`config.mk`:
```
export PLATFORM = sky130hd
export DESIGN_NAME = period_timer_pwm
export DESIGN_NICKNAME = d
export VERILOG_FILES = /design/src/pkg/period_timer_pwm_pkg.sv /design/src/hw/period_timer_pwm.sv
export SDC_FILE = /design/constraint.sdc
export NUM_CORES = 1
export LEC_CHECK = 0
export ABC_AREA = 1
export BUFFER_PORTS_ARGS = -buffer_cell sky130_fd_sc_hd__buf_2
export CAP_MARGIN = 5
export CORE_UTILIZATION = 51
export CTS_BUF_LIST = sky130_fd_sc_hd__clkbuf_4 sky130_fd_sc_hd__clkbuf_8 sky130_fd_sc_hd__clkbuf_16
export CTS_CLUSTER_SIZE = 16
export DETAILED_ROUTE_END_ITERATION = 10
export PLACE_DENSITY = 0.69
export SLEW_MARGIN = 25
export SYNTH_ARGS = -nofsm -noshare
export SYNTH_HDL_FRONTEND = slang
export SYNTH_SLANG_ARGS = --single-unit
```
`constraint.sdc`:
```
create_clock -name clock -period 4.4 [get_ports clock]
set_input_delay 0.44 -clock clock [delete_from_list [all_inputs] [get_ports clock]]
set_output_delay 0.44 -clock clock [all_outputs]
set_load 0.01 [all_outputs]
```
`src/pkg/period_timer_pwm_pkg.sv`:
```
// Shared constants for the period timer and PWM block: register map, field positions,
// reset values and timing figures.
// Assumes a single 250 MHz system clock that stands in for the oscillator clock.
//
// Functional notes
// (RULE_01) Timer runs from instruction clock, system clock over four, prescaler before count.
// (RULE_02) Timer count advances by one per prescaled edge, counting up from zero.
// (RULE_03) Prescale code 00/01/10/11 divides by 1, 4, 16, 64.
// (RULE_04) Count compared to period each cycle; match pulses and reloads zero next.
// (RULE_05) Postscaler counts matches, ratio 1:1 to 1:16, each completion sets flag.
// (RULE_06) Postscaler output latches flag; request raised only when enable bit set.
// (RULE_07) Reset clears count, period becomes all ones; both read and write.
// (RULE_08) Count write, control write and reset clear pre and postscaler; count kept.
// (RULE_09) Control bit 2 runs the timer when set, stops it when clear.
// (RULE_10) Match pulse offered to other peripherals, synchronous to system clock.
// (RULE_11) Sleep stops counting, holds count and period, resumes from held count.
// (RULE_12) Sleep keeps each driven PWM pin at its level; module state frozen.
// (RULE_13) Outputs go active at period boundary reload, except duty zero stays inactive.
// (RULE_14) Output goes inactive when 10-bit time base equals 10-bit duty.
// (RULE_15) Duty beyond the period span never clears output: full duty.
// (RULE_16) Duty registers double buffered, copied into active buffer at period reload.
// (RULE_17) Software updates both duty halves before the next match.
// (RULE_18) Polarity bit inverts the channel output level.
// (RULE_19) Period is (period+1) times four clocks times prescale, shared by channels.
// (RULE_20) Time base is count with two low bits of prescaled clocks appended.
// (RULE_21) Postscaler affects only the flag rate, never PWM timing.
// (RULE_22) Clearing pin drive enable releases the pin to the port latch.
// (RULE_23) Channel enable bit turns generation for that channel on or off.
// (RULE_24) Polarity one gives active-low output, zero gives active-high.

package period_timer_pwm_pkg;

	// Bus geometry
	localparam int ADDR_W = 8;
	localparam int DATA_W = 32;

	// Register byte addresses
	localparam logic [7:0] OFS_TIMER_CONTROL = 8'h00;
	localparam logic [7:0] OFS_PERIOD_VALUE = 8'h04;
	localparam logic [7:0] OFS_TIMER_COUNT = 8'h08;
	localparam logic [7:0] OFS_MATCH_IRQ = 8'h0C;
	localparam logic [7:0] OFS_CHAN_BASE = 8'h10;
	localparam logic [7:0] CHAN_STRIDE = 8'h10;
	localparam logic [7:0] OFS_CHAN_CONTROL = 8'h00;
	localparam logic [7:0] OFS_CHAN_DUTY_HIGH = 8'h04;
	localparam logic [7:0] OFS_CHAN_DUTY_LOW = 8'h08;

	// Timer control fields
	localparam int PRESCALE_LSB = 0;
	localparam int RUN_BIT = 2;
	localparam int POSTSCALE_LSB = 3;
	localparam logic [7:0] TIMER_CONTROL_MASK = 8'h7F;

	// Match interrupt register fields
	localparam int IRQ_FLAG_BIT = 0;
	localparam int IRQ_ENABLE_BIT = 1;

	// Channel control fields
	localparam int CH_ENABLE_BIT = 7;
	localparam int CH_DRIVE_BIT = 6;
	localparam int CH_OUT_BIT = 5;
	localparam int CH_INVERT_BIT = 4;
	localparam int DUTY_LOW_LSB = 6;

	// Reset values
	localparam logic [7:0] TIMER_CONTROL_RST = 8'h00;
	localparam logic [7:0] PERIOD_VALUE_RST = 8'hFF;
	localparam logic [7:0] TIMER_COUNT_RST = 8'h00;
	localparam logic [9:0] DUTY_RST = 10'h000;

	// System clocks per instruction clock
	localparam int CLOCKS_PER_INSTR = 4;
	localparam logic [7:0] INSTR_LAST = 8'(CLOCKS_PER_INSTR - 1);

endpackage

```
`src/hw/period_timer_pwm.sv`:
```
// Period timer with prescaler and postscaler, shared by a set of 10-bit PWM channels.
// Registers sit behind an Avalon-MM slave with waitrequest; sleep and the port data latch
// come from logic on the same clock, so they are read without synchronisers.
//
// The implementer's own choices: the Avalon-MM register port and the placing of the registers.
`timescale 1ns/1ns
`default_nettype none

module period_timer_pwm #(
	parameter int CHANNELS = 4
) (
	// Clock and reset
	input wire logic clock,
	input wire logic srst,
	// Avalon-MM slave
	input wire logic [period_timer_pwm_pkg::ADDR_W-1:0] address,
	input wire logic read,
	input wire logic write,
	input wire logic [period_timer_pwm_pkg::DATA_W-1:0] writedata,
	output logic [period_timer_pwm_pkg::DATA_W-1:0] readdata,
	output logic waitrequest,
	// System state
	input wire logic sleep,
	// Timer outputs to other peripherals
	output logic period_match_pulse,
	output logic match_irq_request,
	// PWM levels to other peripherals
	output logic [CHANNELS-1:0] pwm_level,
	// PWM pins
	input wire logic [CHANNELS-1:0] port_latch,
	output logic [CHANNELS-1:0] pwm_pin_out,
	output logic [CHANNELS-1:0] pwm_pin_oe
);
	import period_timer_pwm_pkg::*;

	// Software visible state
	logic [1:0] prescale_select;
	logic timer_run;
	logic [3:0] postscale_select;
	logic [7:0] period_value;
	logic [7:0] timer_count;
	logic match_irq_flag;
	logic match_irq_enable;
	logic [CHANNELS-1:0] channel_enable;
	logic [CHANNELS-1:0] pin_drive_enable;
	logic [CHANNELS-1:0] output_invert;
	logic [7:0] duty_high_bits [CHANNELS];
	logic [1:0] duty_low_bits [CHANNELS];

	// Internal timing state
	logic [7:0] prescale_count;
	logic [3:0] postscale_count;
	logic [9:0] duty_active [CHANNELS];
	logic [CHANNELS-1:0] pwm_raw;

	// Bus handshake
	logic access_done;
	logic do_write;
	logic [7:0] byte_addr;
	logic wr_control;
	logic wr_period;
	logic wr_count;
	logic wr_irq;

	// Timing decode
	logic running;
	logic [7:0] prescale_last;
	logic tick;
	logic reload;
	logic [1:0] time_low;
	logic [9:0] time_base;
	logic post_done;

	// Last system clock of one timer increment: four per instruction clock times prescale
	function automatic logic [7:0] last_clock(input logic [1:0] sel);
		last_clock = 8'((32'(INSTR_LAST) + 32'd1) * (32'd1 << (2 * 32'(sel))) - 32'd1);
	endfunction

	// Two time base bits below the count, taken from the prescale counter
	function automatic logic [1:0] low_bits(input logic [7:0] cnt, input logic [1:0] sel);
		logic [7:0] shifted;
		shifted = cnt >> (2 * sel);
		low_bits = shifted[1:0];
	endfunction

	// Channel register decode, index of the channel or -1
	function automatic int chan_of(input logic [7:0] a);
		int idx;
		idx = -1;
		for (int c = 0; c < CHANNELS; c++) begin
			if (a >= OFS_CHAN_BASE + 8'(c) * CHAN_STRIDE &&
				a < OFS_CHAN_BASE + 8'(c + 1) * CHAN_STRIDE) begin
				idx = c;
			end
		end
		chan_of = idx;
	endfunction

	// Accepted write happens on the edge where waitrequest is seen low
	assign do_write = write && !waitrequest;
	assign byte_addr = 8'(address);
	assign wr_control = do_write && byte_addr == OFS_TIMER_CONTROL;
	assign wr_period = do_write && byte_addr == OFS_PERIOD_VALUE;
	assign wr_count = do_write && byte_addr == OFS_TIMER_COUNT;
	assign wr_irq = do_write && byte_addr == OFS_MATCH_IRQ;

	// Timer advances only while on and awake
	assign running = timer_run && !sleep; // [RULE_09] [RULE_11]
	assign prescale_last = last_clock(prescale_select); // [RULE_01] [RULE_03]
	assign tick = running && prescale_count == prescale_last;
	assign reload = tick && timer_count == period_value; // [RULE_04]
	assign time_low = low_bits(prescale_count, prescale_select); // [RULE_20]
	assign time_base = {timer_count, time_low}; // [RULE_20]
	assign post_done = postscale_count == postscale_select; // [RULE_05]

	// Bus answer: one wait cycle, then a single cycle with waitrequest low
	always_ff @(posedge clock) begin
		if (srst) begin
			waitrequest <= 1'b1;
			access_done <= 1'b0;
		end else if (!waitrequest) begin
			waitrequest <= 1'b1;
			access_done <= 1'b1;
		end else if ((read || write) && !access_done) begin
			waitrequest <= 1'b0;
		end else begin
			access_done <= 1'b0;
		end
	end

	// Read data captured while waitrequest is still high, so it stands at the taking edge
	always_ff @(posedge clock) begin
		if (srst) begin
			readdata <= '0;
		end else if (read && waitrequest && !access_done) begin
			if (byte_addr == OFS_TIMER_CONTROL) begin
				readdata <= DATA_W'({1'b0, postscale_select, timer_run, prescale_select});
			end else if (byte_addr == OFS_PERIOD_VALUE) begin
				readdata <= DATA_W'(period_value); // [RULE_07]
			end else if (byte_addr == OFS_TIMER_COUNT) begin
				readdata <= DATA_W'(timer_count); // [RULE_07]
			end else if (byte_addr == OFS_MATCH_IRQ) begin
				readdata <= DATA_W'({match_irq_enable, match_irq_flag});
			end else if (chan_of(byte_addr) >= 0) begin
				readdata <= chan_read(byte_addr);
			end else begin
				readdata <= '0;
			end
		end
	end

	// Channel register read mux; the output bit shows the registered channel level pwm_level
	function automatic logic [DATA_W-1:0] chan_read(input logic [7:0] a);
		int c;
		logic [7:0] sub;
		c = chan_of(a);
		sub = a - OFS_CHAN_BASE - 8'(c) * CHAN_STRIDE;
		chan_read = '0;
		if (sub == OFS_CHAN_CONTROL) begin
			chan_read = DATA_W'({channel_enable[c], pin_drive_enable[c], pwm_level[c],
				output_invert[c], 4'h0});
		end else if (sub == OFS_CHAN_DUTY_HIGH) begin
			chan_read = DATA_W'(duty_high_bits[c]);
		end else if (sub == OFS_CHAN_DUTY_LOW) begin
			chan_read = DATA_W'({duty_low_bits[c], 6'h00});
		end
	endfunction

	// Timer control register
	always_ff @(posedge clock) begin
		if (srst) begin
			{postscale_select, timer_run, prescale_select} <= 7'(TIMER_CONTROL_RST);
		end else if (wr_control) begin
			prescale_select <= writedata[PRESCALE_LSB +: 2]; // [RULE_03]
			timer_run <= writedata[RUN_BIT]; // [RULE_09]
			postscale_select <= writedata[POSTSCALE_LSB +: 4]; // [RULE_05]
		end
	end

	// Period register; sleep does not touch it
	always_ff @(posedge clock) begin
		if (srst) begin
			period_value <= PERIOD_VALUE_RST; // [RULE_07]
		end else if (wr_period) begin
			period_value <= writedata[7:0]; // [RULE_07]
		end
	end

	// Prescale counter; cleared by count or control writes so a new setting starts clean
	always_ff @(posedge clock) begin
		if (srst || wr_count || wr_control) begin
			prescale_count <= 8'h00; // [RULE_08]
		end else if (running) begin
			prescale_count <= tick ? 8'h00 : prescale_count + 8'h01; // [RULE_01]
		end
	end

	// Timer count: software write wins over counting; a control write leaves it alone
	always_ff @(posedge clock) begin
		if (srst) begin
			timer_count <= TIMER_COUNT_RST; // [RULE_07]
		end else if (wr_count) begin
			timer_count <= writedata[7:0]; // [RULE_07]
		end else if (reload) begin
			timer_count <= 8'h00; // [RULE_04] [RULE_19]
		end else if (tick) begin
			timer_count <= timer_count + 8'h01; // [RULE_02]
		end
	end

	// Match pulse, one clock long, straight from a flop for downstream peripherals
	always_ff @(posedge clock) begin
		if (srst) begin
			period_match_pulse <= 1'b0;
		end else begin
			period_match_pulse <= reload && !wr_count; // [RULE_04] [RULE_10]
		end
	end

	// Postscaler counts matches and only drives the flag, never PWM timing
	always_ff @(posedge clock) begin
		if (srst || wr_count || wr_control) begin
			postscale_count <= 4'h0; // [RULE_08]
		end else if (period_match_pulse) begin
			postscale_count <= post_done ? 4'h0 : postscale_count + 4'h1; // [RULE_05] [RULE_21]
		end
	end

	// Match flag: hardware set beats a software clear in the same cycle
	always_ff @(posedge clock) begin
		if (srst) begin
			match_irq_flag <= 1'b0;
			match_irq_enable <= 1'b0;
		end else begin
			if (period_match_pulse && post_done) begin
				match_irq_flag <= 1'b1; // [RULE_05] [RULE_06]
			end else if (wr_irq) begin
				match_irq_flag <= writedata[IRQ_FLAG_BIT];
			end
			if (wr_irq) begin
				match_irq_enable <= writedata[IRQ_ENABLE_BIT];
			end
		end
	end

	// Request only while the flag is held and enabled
	always_ff @(posedge clock) begin
		if (srst) begin
			match_irq_request <= 1'b0;
		end else begin
			match_irq_request <= match_irq_flag && match_irq_enable; // [RULE_06]
		end
	end

	// Per channel logic
	genvar g;
	generate
		for (g = 0; g < CHANNELS; g++) begin : gen_chan
			localparam logic [7:0] BASE = OFS_CHAN_BASE + 8'(g) * CHAN_STRIDE;
			logic wr_ctl;
			logic wr_hi;
			logic wr_lo;
			logic raw_now;
			logic level;

			assign wr_ctl = do_write && byte_addr == BASE + OFS_CHAN_CONTROL;
			assign wr_hi = do_write && byte_addr == BASE + OFS_CHAN_DUTY_HIGH;
			assign wr_lo = do_write && byte_addr == BASE + OFS_CHAN_DUTY_LOW;
			// Raw level drops in the very cycle the time base meets the duty; the flop alone
			// would clear one clock late and stretch every pulse by one system clock
			assign raw_now = pwm_raw[g] && time_base != duty_active[g]; // [RULE_14]
			// Polarity one makes the channel active-low; a disabled channel rests low whatever the polarity
			assign level = channel_enable[g] && (raw_now ^ output_invert[g]); // [RULE_18] [RULE_23] [RULE_24]

			// Channel control and duty write buffers, writable at any time
			always_ff @(posedge clock) begin
				if (srst) begin
					channel_enable[g] <= 1'b0;
					pin_drive_enable[g] <= 1'b0;
					output_invert[g] <= 1'b0;
					duty_high_bits[g] <= DUTY_RST[9:2];
					duty_low_bits[g] <= DUTY_RST[1:0];
				end else begin
					if (wr_ctl) begin
						channel_enable[g] <= writedata[CH_ENABLE_BIT]; // [RULE_23]
						pin_drive_enable[g] <= writedata[CH_DRIVE_BIT]; // [RULE_22]
						output_invert[g] <= writedata[CH_INVERT_BIT]; // [RULE_24]
					end
					if (wr_hi) begin
						duty_high_bits[g] <= writedata[7:0]; // [RULE_14]
					end
					if (wr_lo) begin
						duty_low_bits[g] <= writedata[DUTY_LOW_LSB +: 2]; // [RULE_14]
					end
				end
			end

			// Active duty only moves at the period reload, so a half written pair waits
			always_ff @(posedge clock) begin
				if (srst) begin
					duty_active[g] <= DUTY_RST;
				end else if (reload) begin
					duty_active[g] <= {duty_high_bits[g], duty_low_bits[g]}; // [RULE_16] [RULE_17]
				end
			end

			// Raw waveform: set at reload unless duty is zero, cleared on time base match.
			// A duty past the last time base value never matches, giving full duty.
			always_ff @(posedge clock) begin
				if (srst) begin
					pwm_raw[g] <= 1'b0;
				end else if (!channel_enable[g]) begin
					pwm_raw[g] <= 1'b0; // [RULE_23]
				end else if (reload) begin
					pwm_raw[g] <= {duty_high_bits[g], duty_low_bits[g]} != 10'h000; // [RULE_13]
				end else if (!sleep && time_base == duty_active[g]) begin
					pwm_raw[g] <= 1'b0; // [RULE_14] [RULE_15] [RULE_12]
				end
			end

			// Pin and peripheral outputs frozen during sleep so the pin keeps its level
			always_ff @(posedge clock) begin
				if (srst) begin
					pwm_level[g] <= 1'b0;
					pwm_pin_out[g] <= 1'b0;
					pwm_pin_oe[g] <= 1'b0;
				end else if (!sleep) begin
					pwm_level[g] <= level;
					pwm_pin_out[g] <= pin_drive_enable[g] ? level : port_latch[g]; // [RULE_22]
					pwm_pin_oe[g] <= pin_drive_enable[g]; // [RULE_22] [RULE_12]
				end
			end
		end
	endgenerate

endmodule

`default_nettype wire

```
==> Flow_metrics.wiki <==
{| class="wikitable"
! Metric !! Value
|-
| Gr ovfl total || 0
|-
| Maximum resistive drop on vdd || 298 µV
|-
| Number of diodes || 0
|-
| I/O pin count || 96
|-
| Worst setup SP type || primary input
|-
| Compound-cell area share of the yosys netlist || 0.113
|-
| Most used standard cell by instance count after synthesis || nand2_1
|-
| Global-route wire length before repair || 34300 µm
|-
| Library cell occupying the most area in the post-synthesis netlist || edfxtp_1
|-
| Met3 WL || 1430 µm
|-
| Combinational family with the most area after synthesis || simple AND/OR/NAND/NOR gates
|-
| Number of DRC markers in iteration 0 || 589
|-
| Area of the core region || 16600 µm²
|-
| TritonCTS clock tree || done
|-
| Die height || 132 µm
|-
| Largest buffer count on any clock path || 2
|-
| Overall track demand over capacity in global routing || 0.255
|-
| Total Wirelength || 21300 µm
|-
| Crit. End Element || register
|-
| Kind of critical path || primary input to register
|-
| Synthesis-to-layout area growth || 9.86%
|-
| Gpl congestion || 0.911
|-
| Synthesized-area fraction occupied by adder cells || 0.0231
|-
| Setup skew after layout || 0.0107 ns
|-
| Final Util || 0.573
|-
| Clock network latency to the later pin of the worst-skew pair || 0.43 ns
|-
| Post-synthesis async set-or-reset flop share || 0
|-
| Clock buffer count from CTS || 17
|-
| Detailed-route via count || 7032
|-
| Post-synthesis simple-gate area fraction || 0.246
|-
| Mean number of vias per cell || 5.24
|-
| Class of the most critical hold timing path || primary input to register
|-
| Root buffer cell || clkbuf_16
|-
| Min-Delay Startpoint || read
|-
| Die footprint || 17500 µm²
|-
| Final-report setup violation count || 0
|-
| R2r startpoint || timer_count[3]
|-
| Yosys warning total || 0
|-
| Setup crit start || address[7]
|-
| Slew at the pin with the worst max-slew slack || 0.741 ns
|-
| Most common flop cell mapped by yosys || edfxtp_1
|-
| Count of hold-fix buffers inserted at cts || 0
|-
| Starting density of the core || 0.522
|-
| Post-synth EDFFs || 80
|-
| Quantity of gates resized following cts || 0
|-
| Synth cell types || 45
|-
| IO Port Bufs || 47
|-
| Relative slew slack || 0.503
|-
| Pins over their slew limit || 0
|-
| Ratio of final minimum period to clock period || 0.701
|-
| Uppermost layer routed || met4
|-
| Die extent in x || 132 µm
|-
| Pleak || 4.05 nW
|-
| Top cells by area in the synthesized netlist || edfxtp_1, dfxtp_1, nand2_1
|-
| Fin Setup TNS || 0 ns
|-
| Maximum number of pins on one net before global-route repair || 53
|-
| Post-Syn Instances || 1073
|-
| Setup repair after global routing missed its margin || no
|-
| Maximum achievable frequency || 0.324 GHz
|-
| Number of antenna violations at the first check in global routing || 0
|-
| Avg Synthesized Cell Area || 8.07 µm²
|-
| Yosys reg bits || 157
|-
| Post-CTS setup buffer count || 0
|-
| Worst Path Max Fanout || 9
|-
| Remaining antenna violation count || 0
|-
| Sequential-to-total area share from yosys stat || 0.456
|-
| Remaining routing DRC violations || 0
|-
| Number of clock sinks || 157
|-
| Critical Path AT || 3.37 ns
|-
| Via count of the first global-routing pass || 6578
|-
| Fin nets || 1173
|-
| Post-Synth XOR/XNOR Area || 0.0557
|-
| Clock period minus final worst setup slack || 3.08 ns
|-
| Clock-pin slew reported for the worst setup and hold paths after clock tree synthesis || 0.06 ns
|-
| Final non-filler cell area || 9510 µm²
|-
| Required time of the worst setup path || 4.69 ns
|-
| Most instantiated cells after synthesis || nand2_1, nor2_1, inv_1
|-
| Count of max-cap constraint violations || 0
|-
| WL met1 || 9610 µm
|-
| Routed length per instance || 15.9 µm
|-
| Power per cell area || 350 nW/µm²
|-
| H-Tree Level Count || 4
|-
| Core Rows || 47
|-
| Multiplexer share of the synthesized area || 0.00130
|-
| Share of cells above drive strength 1 || 0.136
|-
| Post-place instance area || 8910 µm²
|-
| Hold Vio Cnt, Final || 0
|-
| Combined area of all synthesized cells || 8650 µm²
|-
| Top cell type's share of synthesized area || 0.278
|-
| Detail Placement HPWL || 15700 µm
|-
| Result of the run || completed
|-
| Total iterations of the first detailed-routing run || 6
|-
| Routed wl met2 || 9750 µm
|}
-- stage by stage --
step	std cells	total power [mW]	setup slack (ns)	hold slack, ns
after floorplan	1096	1.82	1.49	0.420
after detailed placement	1309	1.88	0.878	0.454
after CTS	1341	3.34	1.32	0.237
after global routing	1341	3.43	1.07	0.274
after global placement	1309	1.88	0.923	0.447
final	1341	3.33	1.32	0.258
-- report_power, final --
part           switching [mW]  internal [mW]
clock                   0.594          0.883
sequential             0.0169           1.56
combinational           0.193         0.0769
-- cell type report --
cell class	count	area [µm²]
flip-flops and latches	157	3940
clock buffers	26	558
well taps	220	275
fillers	1566	7080
inverters	132	500
repair buffers	55	295
multi-input cells	745	3890
clock inverters	6	43.8
-- cell families after synthesis --
logic type,Yosys count
and+or+nand+nor,474
buffers and inverters,194
AOI/OAI and AO/OA,175
DFF,157
xor gates and xnor gates,55
adders and majority gates,16
other,1
muxes,1
-- flip-flops by register name, summed over array words and instances (netlist names), 2 cells and up --
signal            flops
timer_count           8
output_invert         4
channel_enable        4
postscale_select      4
duty_high_bits       32
pwm_pin_out           4
prescale_select       2
postscale_count       4
prescale_count        8
pwm_raw               4
readdata              8
pin_drive_enable      4
pwm_pin_oe            4
pwm_level             4
duty_active          40
duty_low_bits         8
period_value          8
-- critical path: stages --
cell and delay, ns:
buf_2 0.13, nor2_4 0.27, nand2_4 0.09, nand2_1 0.22, inv_1 0.16, ha_1 0.32, inv_1 0.04, ha_1 0.33
nand2_1 0.09, inv_2 0.04, nand2_1 0.05, nand2_1 0.04, nor2_1 0.17, inv_1 0.07, nand2_2 0.10, nand3_4 0.10
nor2_8 0.16, nand2_2 0.11, nand2_1 0.09, nand2_1 0.06, nand2_1 0.08, nand2_1 0.05, nand2_1 0.09, a21oi_2 0.06
-- worst paths after layout --
check	end	slack [ns]	depth (start not counted)
worst min-delay path	waitrequest	0.26	2
worst max-delay path	readdata[7]	1.32	24
worst min register to register	readdata[3]	0.47	2
worst max register to register	duty_active[1][7]	2.02	7
-- layout by cell type (no fill, tap or decap), drive strengths merged --
cell type	synthesis	final
clkbuf	12	26
o22ai	1	1
nand4	22	22
ha	16	16
o21ai	63	63
clkinv	1	4
xnor2	39	39
nor3	15	15
a21boi	1	1
nand2	202	202
conb	1	24
a21oi	81	81
nor2	164	164
nor4	7	7
o2111ai	2	2
mux2	1	1
a31oi	7	7
buf	50	55
xor2	16	16
nand3	56	56
a31o	1	1
edfxtp	80	80
inv	131	134
nand3b	3	3
o211ai	19	19
dfxtp	77	77
or2	5	5
-- metal layers --
metal	global-route usage	vias to the layer above
met2	0.404	263
met1	0.347	3191
met3	0.0538	39
met4	0.0894	0
met5	0	-
li1	-	3539
No activity file was read; power rests on OpenSTA's default activity.
